**src/hw/usbirq_cfg.svh**
```systemverilog
// register map, field positions, reset values and timing of the usb irq block
`ifndef USBIRQ_CFG_SVH
`define USBIRQ_CFG_SVH

// ==========================================================
// register offsets (byte addresses)
`define USBIRQ_PEND_OFS     8'h00
`define USBIRQ_MASK_OFS     8'h04
`define USBIRQ_CLR_OFS      8'h08
`define USBIRQ_EPRST_OFS    8'h0c
`define USBIRQ_CSR0_OFS     8'h10

// ==========================================================
// field positions of the pending, mask and clear registers
`define USBIRQ_BIT_SUSP     8
`define USBIRQ_BIT_RSM      9
`define USBIRQ_BIT_LOCAL_RESUME_PENDING   10
`define USBIRQ_BIT_SOF      11
`define USBIRQ_BIT_BUSRES   12
`define USBIRQ_BIT_WAKE     13
`define USBIRQ_PEND_VALID   14'h3f3f
`define USBIRQ_CLR_VALID    14'h3f00
`define USBIRQ_EPRST_VALID  6'h3f

// ==========================================================
// endpoint control and status fields
`define USBIRQ_NUM_EP       6
`define USBIRQ_CNT_W        11
`define USBIRQ_CSR_FLAG     0
`define USBIRQ_CSR_TGL      11
`define USBIRQ_CSR_CNT_LSB  16

// ==========================================================
// reset values
`define USBIRQ_MASK_RST     14'h0200
`define USBIRQ_PEND_RST     14'h0000
`define USBIRQ_EPRST_RST    6'h00

// ==========================================================
// timing
`define USBIRQ_CLK_NS       4
`define USBIRQ_SUSP_NS      3000000
`define USBIRQ_SUSP_CYC     ((`USBIRQ_SUSP_NS + `USBIRQ_CLK_NS - 1) / `USBIRQ_CLK_NS)
`define USBIRQ_IDLE_W       20

`endif

```
**src/hw/usbirq_pkg.sv**
```systemverilog
// types of the usb irq block
`include "usbirq_cfg.svh"

package usbirq_pkg;

	// ==========================================================
	// bus power state
	typedef enum logic
	{
		USBIRQ_ACTIVE,
		USBIRQ_SUSPENDED
	} usbirq_mode_t;

	// ==========================================================
	// whole state of the top module
	typedef struct packed
	{
		usbirq_mode_t              mode;
		logic [13:0]               pending;
		logic [13:0]               mask;
		logic [5:0]                ep_rst;
		logic [`USBIRQ_IDLE_W-1:0] idle_cnt;
		logic                      bus_rst_q;
		logic                      local_req_q;
		logic                      ep0_ready;
		logic                      dp_valid;
		logic                      dp_write;
		logic [7:0]                dp_addr;
		logic                      rd_done;
		logic [31:0]               rdata;
	} usbirq_state_t;

	// ==========================================================
	// whole state of one endpoint
	typedef struct packed
	{
		logic [`USBIRQ_CNT_W-1:0] wr_ptr;
		logic [`USBIRQ_CNT_W-1:0] rd_ptr;
		logic [`USBIRQ_CNT_W-1:0] count;
		logic                     toggle;
	} usbirq_ep_state_t;

endpackage : usbirq_pkg

```
**src/hw/usbirq_ep.sv**
```systemverilog
// one endpoint: fifo pointers, received byte count and data toggle
`include "usbirq_cfg.svh"

module usbirq_ep
(
	// clock and reset
	input  wire logic                     core_clk,
	input  wire logic                     rst_n,
	// endpoint reset from register or bus reset
	input  wire logic                     ep_reset,
	// traffic strobes
	input  wire logic                     rx_byte,
	input  wire logic                     rd_byte,
	input  wire logic                     toggle_flip,
	// state seen by software
	output logic [`USBIRQ_CNT_W-1:0]      received_byte_count,
	output logic [`USBIRQ_CNT_W-1:0]      fifo_wr_ptr,
	output logic [`USBIRQ_CNT_W-1:0]      fifo_rd_ptr,
	output logic                          data_toggle
);

	usbirq_pkg::usbirq_ep_state_t s;
	usbirq_pkg::usbirq_ep_state_t next_s;
	logic                         take_rd;

	// ==========================================================
	// next state
	always_comb
	begin
		next_s  = s;
		take_rd = rd_byte && (s.count != '0);
		if (ep_reset)
		begin
			next_s = '0; // pointers, count and toggle to data0
		end
		else
		begin
			if (rx_byte)
				next_s.wr_ptr = s.wr_ptr + 1'b1;
			if (take_rd)
				next_s.rd_ptr = s.rd_ptr + 1'b1;
			if (rx_byte && !take_rd)
				next_s.count = s.count + 1'b1;
			else if (take_rd && !rx_byte)
				next_s.count = s.count - 1'b1;
			if (toggle_flip)
				next_s.toggle = ~s.toggle;
		end
	end

	// ==========================================================
	// state register
	always_ff @(posedge core_clk)
	begin
		if (!rst_n)
			s <= '0;
		else
			s <= next_s;
	end

	// outputs straight from flops
	assign received_byte_count = s.count;
	assign fifo_wr_ptr         = s.wr_ptr;
	assign fifo_rd_ptr         = s.rd_ptr;
	assign data_toggle         = s.toggle;

endmodule : usbirq_ep

```
**src/hw/usbirq_top.sv**
```systemverilog
// usb device irq status, clear, mask and endpoint reset over ahb-lite
//
// Functional notes
// - each detected start-of-frame token sets the frame start pending bit
// - end of a host bus reset sets the bus reset done pending bit
// - after bus reset ends, endpoint zero is ready for host requests
// - host resume or reset sets wake pending, sticky until software clears it
// - writing ones to clear register bits 8..13 clears pending, zeros ignored
// - endpoint reset bit n resets fifo and received count of endpoint n
// - endpoint reset bit also returns the data toggle to data0
// - while reset bit is one, fifo pointers held at zero, count reads zero
// - three milliseconds without bus activity sets suspend pending, enters suspend
// - host resume signalling at the port sets resume pending
// - while suspended, rising local resume request sets local resume pending
// - endpoint pending bits clear only through the endpoint status register
//
// Design decisions made here: register access over AHB-Lite and the placing of the registers.
`include "usbirq_cfg.svh"

module usbirq_top
#(
	parameter logic [`USBIRQ_IDLE_W-1:0] SUSPEND_CYCLES =
		`USBIRQ_IDLE_W'(`USBIRQ_SUSP_CYC)
)
(
	// clock and reset
	input  wire logic        core_clk,
	input  wire logic        rst_n,
	// ahb-lite slave
	input  wire logic        hsel,
	input  wire logic [31:0] haddr,
	input  wire logic [1:0]  htrans,
	input  wire logic        hwrite,
	input  wire logic [2:0]  hsize,
	input  wire logic [31:0] hwdata,
	input  wire logic        hready,
	output logic             hreadyout,
	output logic             hresp,
	output logic [31:0]      hrdata,
	// bus events from the usb line logic
	input  wire logic        sof_token,
	input  wire logic        bus_reset,
	input  wire logic        bus_activity,
	input  wire logic        host_resume,
	input  wire logic        local_resume_req,
	// endpoint traffic
	input  wire logic [5:0]  ep_event,
	input  wire logic [5:0]  ep_rx_byte,
	input  wire logic [5:0]  ep_rd_byte,
	input  wire logic [5:0]  ep_toggle_flip,
	// status toward the usb line logic
	output logic [5:0]       ep_data_toggle,
	output logic             ep0_ready,
	output logic             suspended,
	// interrupt
	output logic             usb_irq
);

	localparam int NEP = `USBIRQ_NUM_EP;
	localparam int CW  = `USBIRQ_CNT_W;

	usbirq_pkg::usbirq_state_t s;
	usbirq_pkg::usbirq_state_t next_s;

	logic [NEP-1:0][CW-1:0] ep_count;
	logic [NEP-1:0]         ep_tgl;
	logic [NEP-1:0]         ep_rst_any;
	logic                   accept;
	logic                   wr_phase;
	logic                   rd_phase;
	logic [13:0]            set_bits;
	logic [13:0]            clr_bits;
	logic                   rst_start;
	logic                   rst_end;
	logic                   ep_hit;
	logic [2:0]             ep_idx;
	logic [31:0]            rd_word;

	// ==========================================================
	// address decode helpers

	// endpoint status register index hit by an address
	function automatic logic ep_csr_hit(input logic [7:0] a);
		logic [7:0] top;
		top = `USBIRQ_CSR0_OFS + 8'(4 * NEP);
		ep_csr_hit = (a >= `USBIRQ_CSR0_OFS) && (a < top);
	endfunction : ep_csr_hit

	// endpoint number of an endpoint status address
	function automatic logic [2:0] ep_csr_idx(input logic [7:0] a);
		logic [7:0] rel;
		rel = a - `USBIRQ_CSR0_OFS;
		ep_csr_idx = rel[4:2];
	endfunction : ep_csr_idx

	// ==========================================================
	// endpoints
	genvar g;
	generate
		for (g = 0; g < NEP; g++)
		begin : gen_ep
			// a bus reset also restarts every endpoint
			assign ep_rst_any[g] = s.ep_rst[g] || bus_reset;

			usbirq_ep u_ep
			(
				.core_clk            (core_clk),
				.rst_n               (rst_n),
				.ep_reset            (ep_rst_any[g]),
				.rx_byte             (ep_rx_byte[g]),
				.rd_byte             (ep_rd_byte[g]),
				.toggle_flip         (ep_toggle_flip[g]),
				.received_byte_count (ep_count[g]),
				.fifo_wr_ptr         (),
				.fifo_rd_ptr         (),
				.data_toggle         (ep_tgl[g])
			);
		end
	endgenerate

	// ==========================================================
	// bus phase decode
	always_comb
	begin
		accept   = hsel && htrans[1] && hready;
		wr_phase = s.dp_valid && s.dp_write;
		rd_phase = s.dp_valid && !s.dp_write;
		ep_hit   = ep_csr_hit(s.dp_addr);
		ep_idx   = ep_csr_idx(s.dp_addr);
	end

	// ==========================================================
	// read multiplexer, sampled in the wait cycle of a read
	always_comb
	begin
		rd_word = 32'h0000_0000;
		if (s.dp_addr == `USBIRQ_PEND_OFS)
			rd_word[13:0] = s.pending;
		else if (s.dp_addr == `USBIRQ_MASK_OFS)
			rd_word[13:0] = s.mask;
		else if (s.dp_addr == `USBIRQ_EPRST_OFS)
			rd_word[5:0] = s.ep_rst;
		else if (ep_hit)
		begin
			rd_word[`USBIRQ_CSR_FLAG] = s.pending[ep_idx];
			rd_word[`USBIRQ_CSR_TGL]  = ep_tgl[ep_idx];
			rd_word[`USBIRQ_CSR_CNT_LSB +: CW] = ep_count[ep_idx];
		end
	end

	// ==========================================================
	// event detection
	always_comb
	begin
		rst_start = bus_reset && !s.bus_rst_q;
		rst_end   = !bus_reset && s.bus_rst_q;
		set_bits  = 14'h0000;
		set_bits[5:0] = ep_event;
		set_bits[`USBIRQ_BIT_SOF]    = sof_token;
		set_bits[`USBIRQ_BIT_BUSRES] = rst_end;
		set_bits[`USBIRQ_BIT_WAKE]   = host_resume || rst_start;
		set_bits[`USBIRQ_BIT_RSM]    = host_resume;
		set_bits[`USBIRQ_BIT_LOCAL_RESUME_PENDING] = local_resume_req && !s.local_req_q &&
			(s.mode == usbirq_pkg::USBIRQ_SUSPENDED);
		if (s.mode == usbirq_pkg::USBIRQ_ACTIVE && !bus_activity &&
			s.idle_cnt == SUSPEND_CYCLES - 1'b1)
			set_bits[`USBIRQ_BIT_SUSP] = 1'b1;
	end

	// ==========================================================
	// software clears
	always_comb
	begin
		clr_bits = 14'h0000;
		if (wr_phase && s.dp_addr == `USBIRQ_CLR_OFS)
			clr_bits = hwdata[13:0] & `USBIRQ_CLR_VALID;
		else if (wr_phase && ep_hit && !hwdata[`USBIRQ_CSR_FLAG])
			clr_bits[ep_idx] = 1'b1;
	end

	// ==========================================================
	// next state
	always_comb
	begin
		next_s = s;

		// sticky pending bits, a new event wins over a clear
		next_s.pending = ((s.pending & ~clr_bits) | set_bits) &
			`USBIRQ_PEND_VALID;

		// edge history
		next_s.bus_rst_q   = bus_reset;
		next_s.local_req_q = local_resume_req;

		// endpoint zero readiness follows the bus reset
		if (bus_reset)
			next_s.ep0_ready = 1'b0;
		else if (rst_end)
			next_s.ep0_ready = 1'b1;

		// idle timer and suspend state
		if (bus_activity || host_resume || bus_reset)
		begin
			next_s.idle_cnt = '0;
			next_s.mode     = usbirq_pkg::USBIRQ_ACTIVE;
		end
		else if (s.mode == usbirq_pkg::USBIRQ_ACTIVE)
		begin
			if (set_bits[`USBIRQ_BIT_SUSP])
			begin
				next_s.mode     = usbirq_pkg::USBIRQ_SUSPENDED;
				next_s.idle_cnt = '0;
			end
			else
				next_s.idle_cnt = s.idle_cnt + 1'b1;
		end

		// data phase of a write
		if (wr_phase)
		begin
			if (s.dp_addr == `USBIRQ_MASK_OFS)
				next_s.mask = hwdata[13:0] & `USBIRQ_PEND_VALID;
			else if (s.dp_addr == `USBIRQ_EPRST_OFS)
				next_s.ep_rst = hwdata[5:0] & `USBIRQ_EPRST_VALID;
		end

		// read takes one wait cycle so a just-written value is seen
		if (rd_phase && !s.rd_done)
		begin
			next_s.rdata   = rd_word;
			next_s.rd_done = 1'b1;
		end

		// address phase capture when the bus moves on
		if (hreadyout)
		begin
			next_s.dp_valid = accept;
			next_s.dp_write = hwrite;
			next_s.dp_addr  = haddr[7:0];
			next_s.rd_done  = 1'b0;
		end
	end

	// ==========================================================
	// state register
	always_ff @(posedge core_clk)
	begin
		if (!rst_n)
		begin
			s          <= '0;
			s.mode     <= usbirq_pkg::USBIRQ_ACTIVE;
			s.pending  <= `USBIRQ_PEND_RST;
			s.mask     <= `USBIRQ_MASK_RST;
			s.ep_rst   <= `USBIRQ_EPRST_RST;
		end
		else
			s <= next_s;
	end

	// ==========================================================
	// outputs
	assign hreadyout      = !(rd_phase && !s.rd_done);
	assign hresp          = 1'b0;
	assign hrdata         = s.rdata;
	assign ep_data_toggle = ep_tgl;
	assign ep0_ready      = s.ep0_ready;
	assign suspended      = (s.mode == usbirq_pkg::USBIRQ_SUSPENDED);
	assign usb_irq        = |(s.pending & s.mask);

endmodule : usbirq_top

```
**config.mk**
```make
export PLATFORM = sky130hd
export DESIGN_NAME = usbirq_top
export DESIGN_NICKNAME = d
export VERILOG_FILES = /design/src/hw/usbirq_pkg.sv /design/src/hw/usbirq_ep.sv /design/src/hw/usbirq_top.sv
export VERILOG_INCLUDE_DIRS = /design/src /design/src/hw
export SDC_FILE = /design/constraint.sdc
export NUM_CORES = 1
export LEC_CHECK = 0
export BUFFER_PORTS_ARGS = -buffer_cell sky130_fd_sc_hd__buf_4
export CORE_MARGIN = 4
export CORE_UTILIZATION = 49
export CTS_BUF_LIST = sky130_fd_sc_hd__clkbuf_8 sky130_fd_sc_hd__clkbuf_16
export CTS_CLUSTER_DIAMETER = 200
export DETAILED_ROUTE_END_ITERATION = 7
export PLACE_DENSITY = 0.7
export SLEW_MARGIN = 20
export SYNTH_ARGS = -nofsm -noshare
export SYNTH_HDL_FRONTEND = slang
export SYNTH_SLANG_ARGS = --single-unit
```
**constraint.sdc**
```tcl
create_clock -name core_clk -period 8.64 [get_ports core_clk]
set_input_delay 1.728 -clock core_clk [delete_from_list [all_inputs] [get_ports core_clk]]
set_output_delay 1.728 -clock core_clk [all_outputs]
set_load 0.01 [all_outputs]
```
==> impl_metrics.json, run 1 <==
{
  "top_layer_used": "met4",
  "remaining_drc_errors": 0,
  "wl_met1_mm": 11.43,
  "cts_setup_buffers": 0,
  "outcome": "finished clean",
  "ff2ff_path_depth": 12,
  "final_common_cell": "dfxtp_1",
  "power_density_mw_per_mm2": 343.9,
  "rsz0062_at_grt": "no",
  "max_freq_ghz": 0.2614,
  "hold_violations": 0,
  "hp-class": "reg -> reg",
  "synth_area_leaders": "dfxtp_1, ha_1, nand2_1",
  "io_buffers": 87,
  "synth-main-ff-cell": "dfxtp_1",
  "path_clk_slew_ns": 0.07,
  "ys_seq_area_frac": 0.3177,
  "cts-htree-levels": 4,
  "maxSlewHeadroom": 0.3756,
  "maxCapViolations": 0,
  "grt_use_total": 0.2214,
  "synth.distinct_cells": 67,
  "first_global_vias": 8116,
  "antenna_left": 0,
  "die_w_um": 151.4,
  "gp_congestion": 0.8541,
  "yosys.area.top_type": "dfxtp_1",
  "rows": 52,
  "crit_type": "in -> reg",
  "p_leak_nw": 4.613,
  "grt_pass1_wl_mm": 40.60,
  "post_drt_via_cell_ratio": 5.750,
  "netlist.area_leader.share": 0.3177,
  "crit_arrival_ns": 4.18,
  "startpoint_type": "primary input",
  "met3WireLength_mm": 1.591,
  "fp.dieArea_mm2": 0.02293,
  "fill_cells": 1863,
  "diodes": 0,
  "grt_max_degree": 68,
  "postRouteWirelength_mm": 25.32,
  "ys.warnings.count": 0,
  "clock_sinks": 160,
  "end_kind": "flip-flop",
  "clockRootBuffer": "clkbuf_16",
  "finalCritPeriodShare": 0.4428,
  "postLayoutCoreUtil": 0.5555,
  "fp.coreArea_mm2": 0.02023,
  "avgSynthCellArea_um2": 8.291,
  "cts_tree": "built",
  "drive_gt1_frac": 0.1285,
  "syn_area_mm2": 0.01008,
  "first_pass_iters": 5,
  "maxSlewViolCount": 0,
  "layout_common_cells": "dfxtp_1, nand2_1, nor2_1",
  "grt.overflow.total": 0,
  "wl_per_cell_um": 16.62,
  "synthCells": 1216,
  "finalCriticalPeriod_ns": 3.826,
  "required_ns": 9.00,
  "hpwl_mm": 18.51,
  "cts_hold_buf": 0,
  "regArea_mm2": 0.003204,
  "vdd_ir_drop_max_mv": 0.2270,
  "setup_tns_ns": 0,
  "fin_skew_ns": 0.01252,
  "io_pins": 146,
  "worstPathMaxFanout": 11,
  "drt_iter0_drc": 547,
  "async_reset_ff_frac": 0,
  "die_h_um": 151.4,
  "cts_inserted_buffers": 17,
  "ys_ff_latch": 160,
  "holdPathStages": 2,
  "start_util": 0.4983,
  "antenna_found_initial": 0,
  "tightest_slew_ns": 0.9316,
  "insertion_delay_ns": 0.43,
  "max-clock-path-buffers": 2,
  "route.vias.total": 8758,
  "synth_edf_count": 0,
  "stdcell_count": 1523,
  "ctsResizeCount": 0,
  "post-place-cells": 1491,
  "area_growth_syn_to_layout_pct": 11.48,
  "finalNetCount": 1411,
  "multi_input_area_mm2": 0.006265,
  "setup_viol": 0,
  "dr_wl_met2_mm": 11.87
}
[critical path, cell delays in order]
cell and delay, ns:
buf_4 0.09, o41ai_1 0.07, ha_1 0.22, inv_1 0.31, ha_1 0.33, a211oi_1 0.34, o21ai_0 0.24, a21o_1 0.22
nand3_1 0.08, or3b_2 0.43, a21oi_1 0.14
[metal layers]
layer	vias to the layer above	global-route usage
met1	4125	0.3023
met5	-	0
met4	0	0.05666
met3	32	0.04907
li1	4369	-
met2	232	0.3554
[cells in the mapped netlist, drive strengths merged, types with 3 or more instances]
cell    instances
and2           11
nand3b          6
mux2            5
xnor2          33
a221oi          4
and3           17
mux2i          46
a211o           6
o21a           10
nor3b           9
or2             8
clkbuf         38
buf            59
a21oi          97
a41oi           3
a22o            3
mux4           13
nand4b          3
a31oi           7
o21bai         12
nor2          119
nor4           24
o211ai          4
or3             6
nand2b          5
nand2         131
and4            4
o41ai           6
o21ai          66
a21boi         28
nand3          31
nand4           6
a22oi          11
a21o           20
nor2b          32
fa              6
ha             62
inv            28
dfxtp         160
nor3           23
o31ai           3
o211a           3
a211oi         16
xor2           12
or4             7
[cell families after synthesis]
group                    count (synthesis)  share of synthesized area
AO/OA/AOI/OAI                          308                     0.1929
XOR/XNOR                                45                    0.03909
adder cells (fa/ha/maj)                 68                    0.08886
buffers and inverters                  126                    0.06428
flip-flops                             160                     0.3177
multiplexers                            64                    0.08029
other                                    1                  0.0003719
AND/OR/NAND/NOR                        444                     0.2166
[power breakdown]
group / leakage, nW / switching (mW) / internal [mW]
clock: 0.303 / 0.342 / 0.465
sequential: 1.30 / 0.176 / 0.864
combinational: 3.01 / 1.12 / 0.898
[state kept, by name, summed over array words and instances, names as in the netlist]
name	flops
hrdata	23
gen_ep.u_ep.received_byte_count	66
gen_ep.u_ep.data_toggle	6
s	63
suspended	1
ep0_ready	1
[metrics by stage]
stage | worst slack [ns] | power [mW] | area [um^2] | hold slack [ns]
floorplan | 4.854 | 2.653 | 10120 | 0.4344
CTS | 4.817 | 3.871 | 11240 | 0.4665
global placement | 4.460 | 2.995 | 10610 | 0.4467
global route | 4.579 | 4.195 | 11240 | 0.4853
finish | 4.814 | 3.865 | 11240 | 0.4664
detailed placement | 4.372 | 3.046 | 10610 | 0.4562
[final timing paths]
kind	startpoint	end	slack [ns]
max	ep_rd_byte[0]	gen_ep[0].u_ep.received_byte_count[9]	4.81
min	hrdata[10]	hrdata[10]	0.47
max reg2reg	gen_ep[5].u_ep.received_byte_count[0]	gen_ep[5].u_ep.received_byte_count[10]	5.03
min reg2reg	hrdata[10]	hrdata[10]	0.47
[final cells by class]
class / instances / share of cell area
Multi-Input combinational cell: 939 / 0.5574
Sequential cell: 160 / 0.2851
Timing Repair Buffer: 93 / 0.06212
Clock buffer: 17 / 0.03785
Tap cell: 270 / 0.03006
Clock inverter: 15 / 0.01781
Inverter: 29 / 0.009685
No activity file was read; power rests on OpenSTA's default activity.
==> inputs of run 2 (changes only) <==
Settings changed: PLACE_DENSITY 0.7 to 0.73.
Clock period 8.64 ns to 3.3 ns, I/O delays scaled along.
==> run 2 against run 1 <==
Net effect: non-clock buffer count is 32 higher; sequential cell count unchanged; combinational power grew to 2.8 times the previous value; worst hold slack lost 0.033 ns; sequential power grew to 2.6 times the previous value; clock skew decreased by 0.0021 ns; critical endpoint is now gen_ep[1].u_ep.received_byte_count[10].
==> impl_metrics.json, run 2 (synthesis gave the netlist of run 1 again) <==
{
  "totalPowerFinal_mw": 10.24,
  "setup_viol": 0,
  "finalCriticalPeriod_ns": 3.196,
  "grt_pass1_wl_mm": 41.01,
  "diodes": 0,
  "end_kind": "flip-flop",
  "grt_max_degree": 67,
  "route.vias.total": 8919,
  "postLayoutCoreUtil": 0.5669,
  "io_buffers": 87,
  "p_leak_nw": 4.749,
  "antenna_left": 0,
  "first_global_vias": 8163,
  "setup_tns_ns": 0,
  "fill_cells": 1819,
  "maxCapViolations": 0,
  "remaining_drc_errors": 0,
  "required_ns": 3.61,
  "startpoint_type": "flip-flop",
  "post_drt_via_cell_ratio": 5.739,
  "finalCritPeriodShare": 0.9684,
  "fin_skew_ns": 0.01038,
  "tightest_slew_ns": 0.7680,
  "worstPathMaxFanout": 6,
  "cts-htree-levels": 4,
  "ff2ff_path_depth": 12,
  "reg2reg_slack_ns": 0.10,
  "area_growth_syn_to_layout_pct": 13.78,
  "first_pass_iters": 5,
  "finalNetCount": 1443,
  "insertion_delay_ns": 0.43,
  "fp.coreArea_mm2": 0.02023,
  "path_clk_slew_ns": 0.07,
  "io_pins": 146,
  "max_freq_ghz": 0.3129,
  "antenna_found_initial": 0,
  "drive_gt1_frac": 0.1604,
  "place_ws_ns": -0.01790,
  "die_h_um": 151.4,
  "power_density_mw_per_mm2": 892.3,
  "grt.overflow.total": 0,
  "largest_reg_flops": 66,
  "crit_arrival_ns": 3.50,
  "design_area_mm2": 0.01147,
  "layout_common_cells": "dfxtp_1, nand2_1, buf_4",
  "fin_ws_ns": 0.1044,
  "final_common_cell": "dfxtp_1",
  "vdd_ir_drop_max_mv": 0.4898,
  "drt_iter0_drc": 641,
  "postRouteWirelength_mm": 25.93,
  "wl_per_cell_um": 16.69,
  "hpwl_mm": 18.88,
  "placed_area_mm2": 0.01084,
  "r2r_start": "gen_ep[1].u_ep.received_byte_count[0]",
  "endpoint": "gen_ep[1].u_ep.received_byte_count[10]",
  "max-clock-path-buffers": 2,
  "fp.dieArea_mm2": 0.02293,
  "die_w_um": 151.4,
  "hp-class": "in -> reg",
  "regArea_mm2": 0.003204,
  "gp_congestion": 0.8668,
  "cts_inserted_buffers": 17,
  "worstSetupStartpoint": "gen_ep[1].u_ep.received_byte_count[0]",
  "hold_violations": 0,
  "rows": 52,
  "start_util": 0.4983,
  "crit_type": "reg -> reg",
  "cts_tree": "built",
  "clock_sinks": 160,
  "maxSlewHeadroom": 0.4861,
  "maxSlewViolCount": 0,
  "grt_use_total": 0.2234,
  "multi_input_area_mm2": 0.006331,
  "clockRootBuffer": "clkbuf_16",
  "r2r_end": "gen_ep[1].u_ep.received_byte_count[10]",
  "outcome": "finished clean"
}
-- run 2: cell count changes in the layout (fill, tap and decap cells not counted), sizes merged --
cell and delta:
buf +32, bufinv -2, clkinv +2, clkinvlp +3, inv -4
-- run 2: cell type report --
cell class	instances	area share
flip-flops and latches	160	0.2793
well taps	270	0.02945
repair buffers	125	0.08181
multi-input cells	939	0.5519
clock inverters	14	0.01058
inverters	29	0.009817
clock buffers	17	0.03709
-- run 2: critical path, stage by stage (launching register included) --
cell and delay (ns):
dfxtp_1 0.31, nor4_1 0.37, nand2_1 0.12, o41ai_2 0.27, ha_1 0.30, inv_1 0.17
fa_1 0.47, a211oi_2 0.30, o21ai_0 0.17, a211o_1 0.28, o211ai_1 0.12, xnor2_1 0.15
nor2_1 0.06
-- run 2: per-stage QoR --
step                      hold slack [ns]  cells
final                              0.4334   1554
after global routing               0.4219   1554
after CTS                          0.4208   1552
after detailed placement           0.4543   1521
after global placement             0.4453   1521
after floorplan                    0.4344   1225
-- run 2: layer usage --
layer / vias up / track usage / wire [um]
met4: 0 / 0.05848 / 363
met3: 24 / 0.04399 / 1430
met2: 237 / 0.3654 / 12540
li1: 4437 / - / -
met1: 4221 / 0.3022 / 11600
met5: - / 0 / 0
-- run 2: worst min-delay path by stage --
| stage | from | end | slack (ns) | cells after the start |
|---|---|---|---|---|
| after detailed placement | s[45] | ep0_ready | 0.45 | 2 |
| after CTS | ep_event[0] | s[86] | 0.42 | 2 |
| after global routing | ep_event[0] | s[86] | 0.42 | 2 |
| after floorplan | s[45] | ep0_ready | 0.43 | 2 |
| final | ep_event[0] | s[86] | 0.43 | 2 |
| after global placement | s[45] | ep0_ready | 0.45 | 2 |
-- run 2: power breakdown --
part | internal, mW | switching (mW)
sequential | 2.26 | 0.392
clock | 1.03 | 0.831
combinational | 2.58 | 3.13
total | 5.88 | 4.36
-- run 2: what timing repair did --
item,in CTS,in global routing
setup endpoints to repair,2,23
buffers inserted,0,2
hold buffers,0,0
gates resized for setup,2,17
endpoints found under the hold margin,0,0
pin swaps,0,1
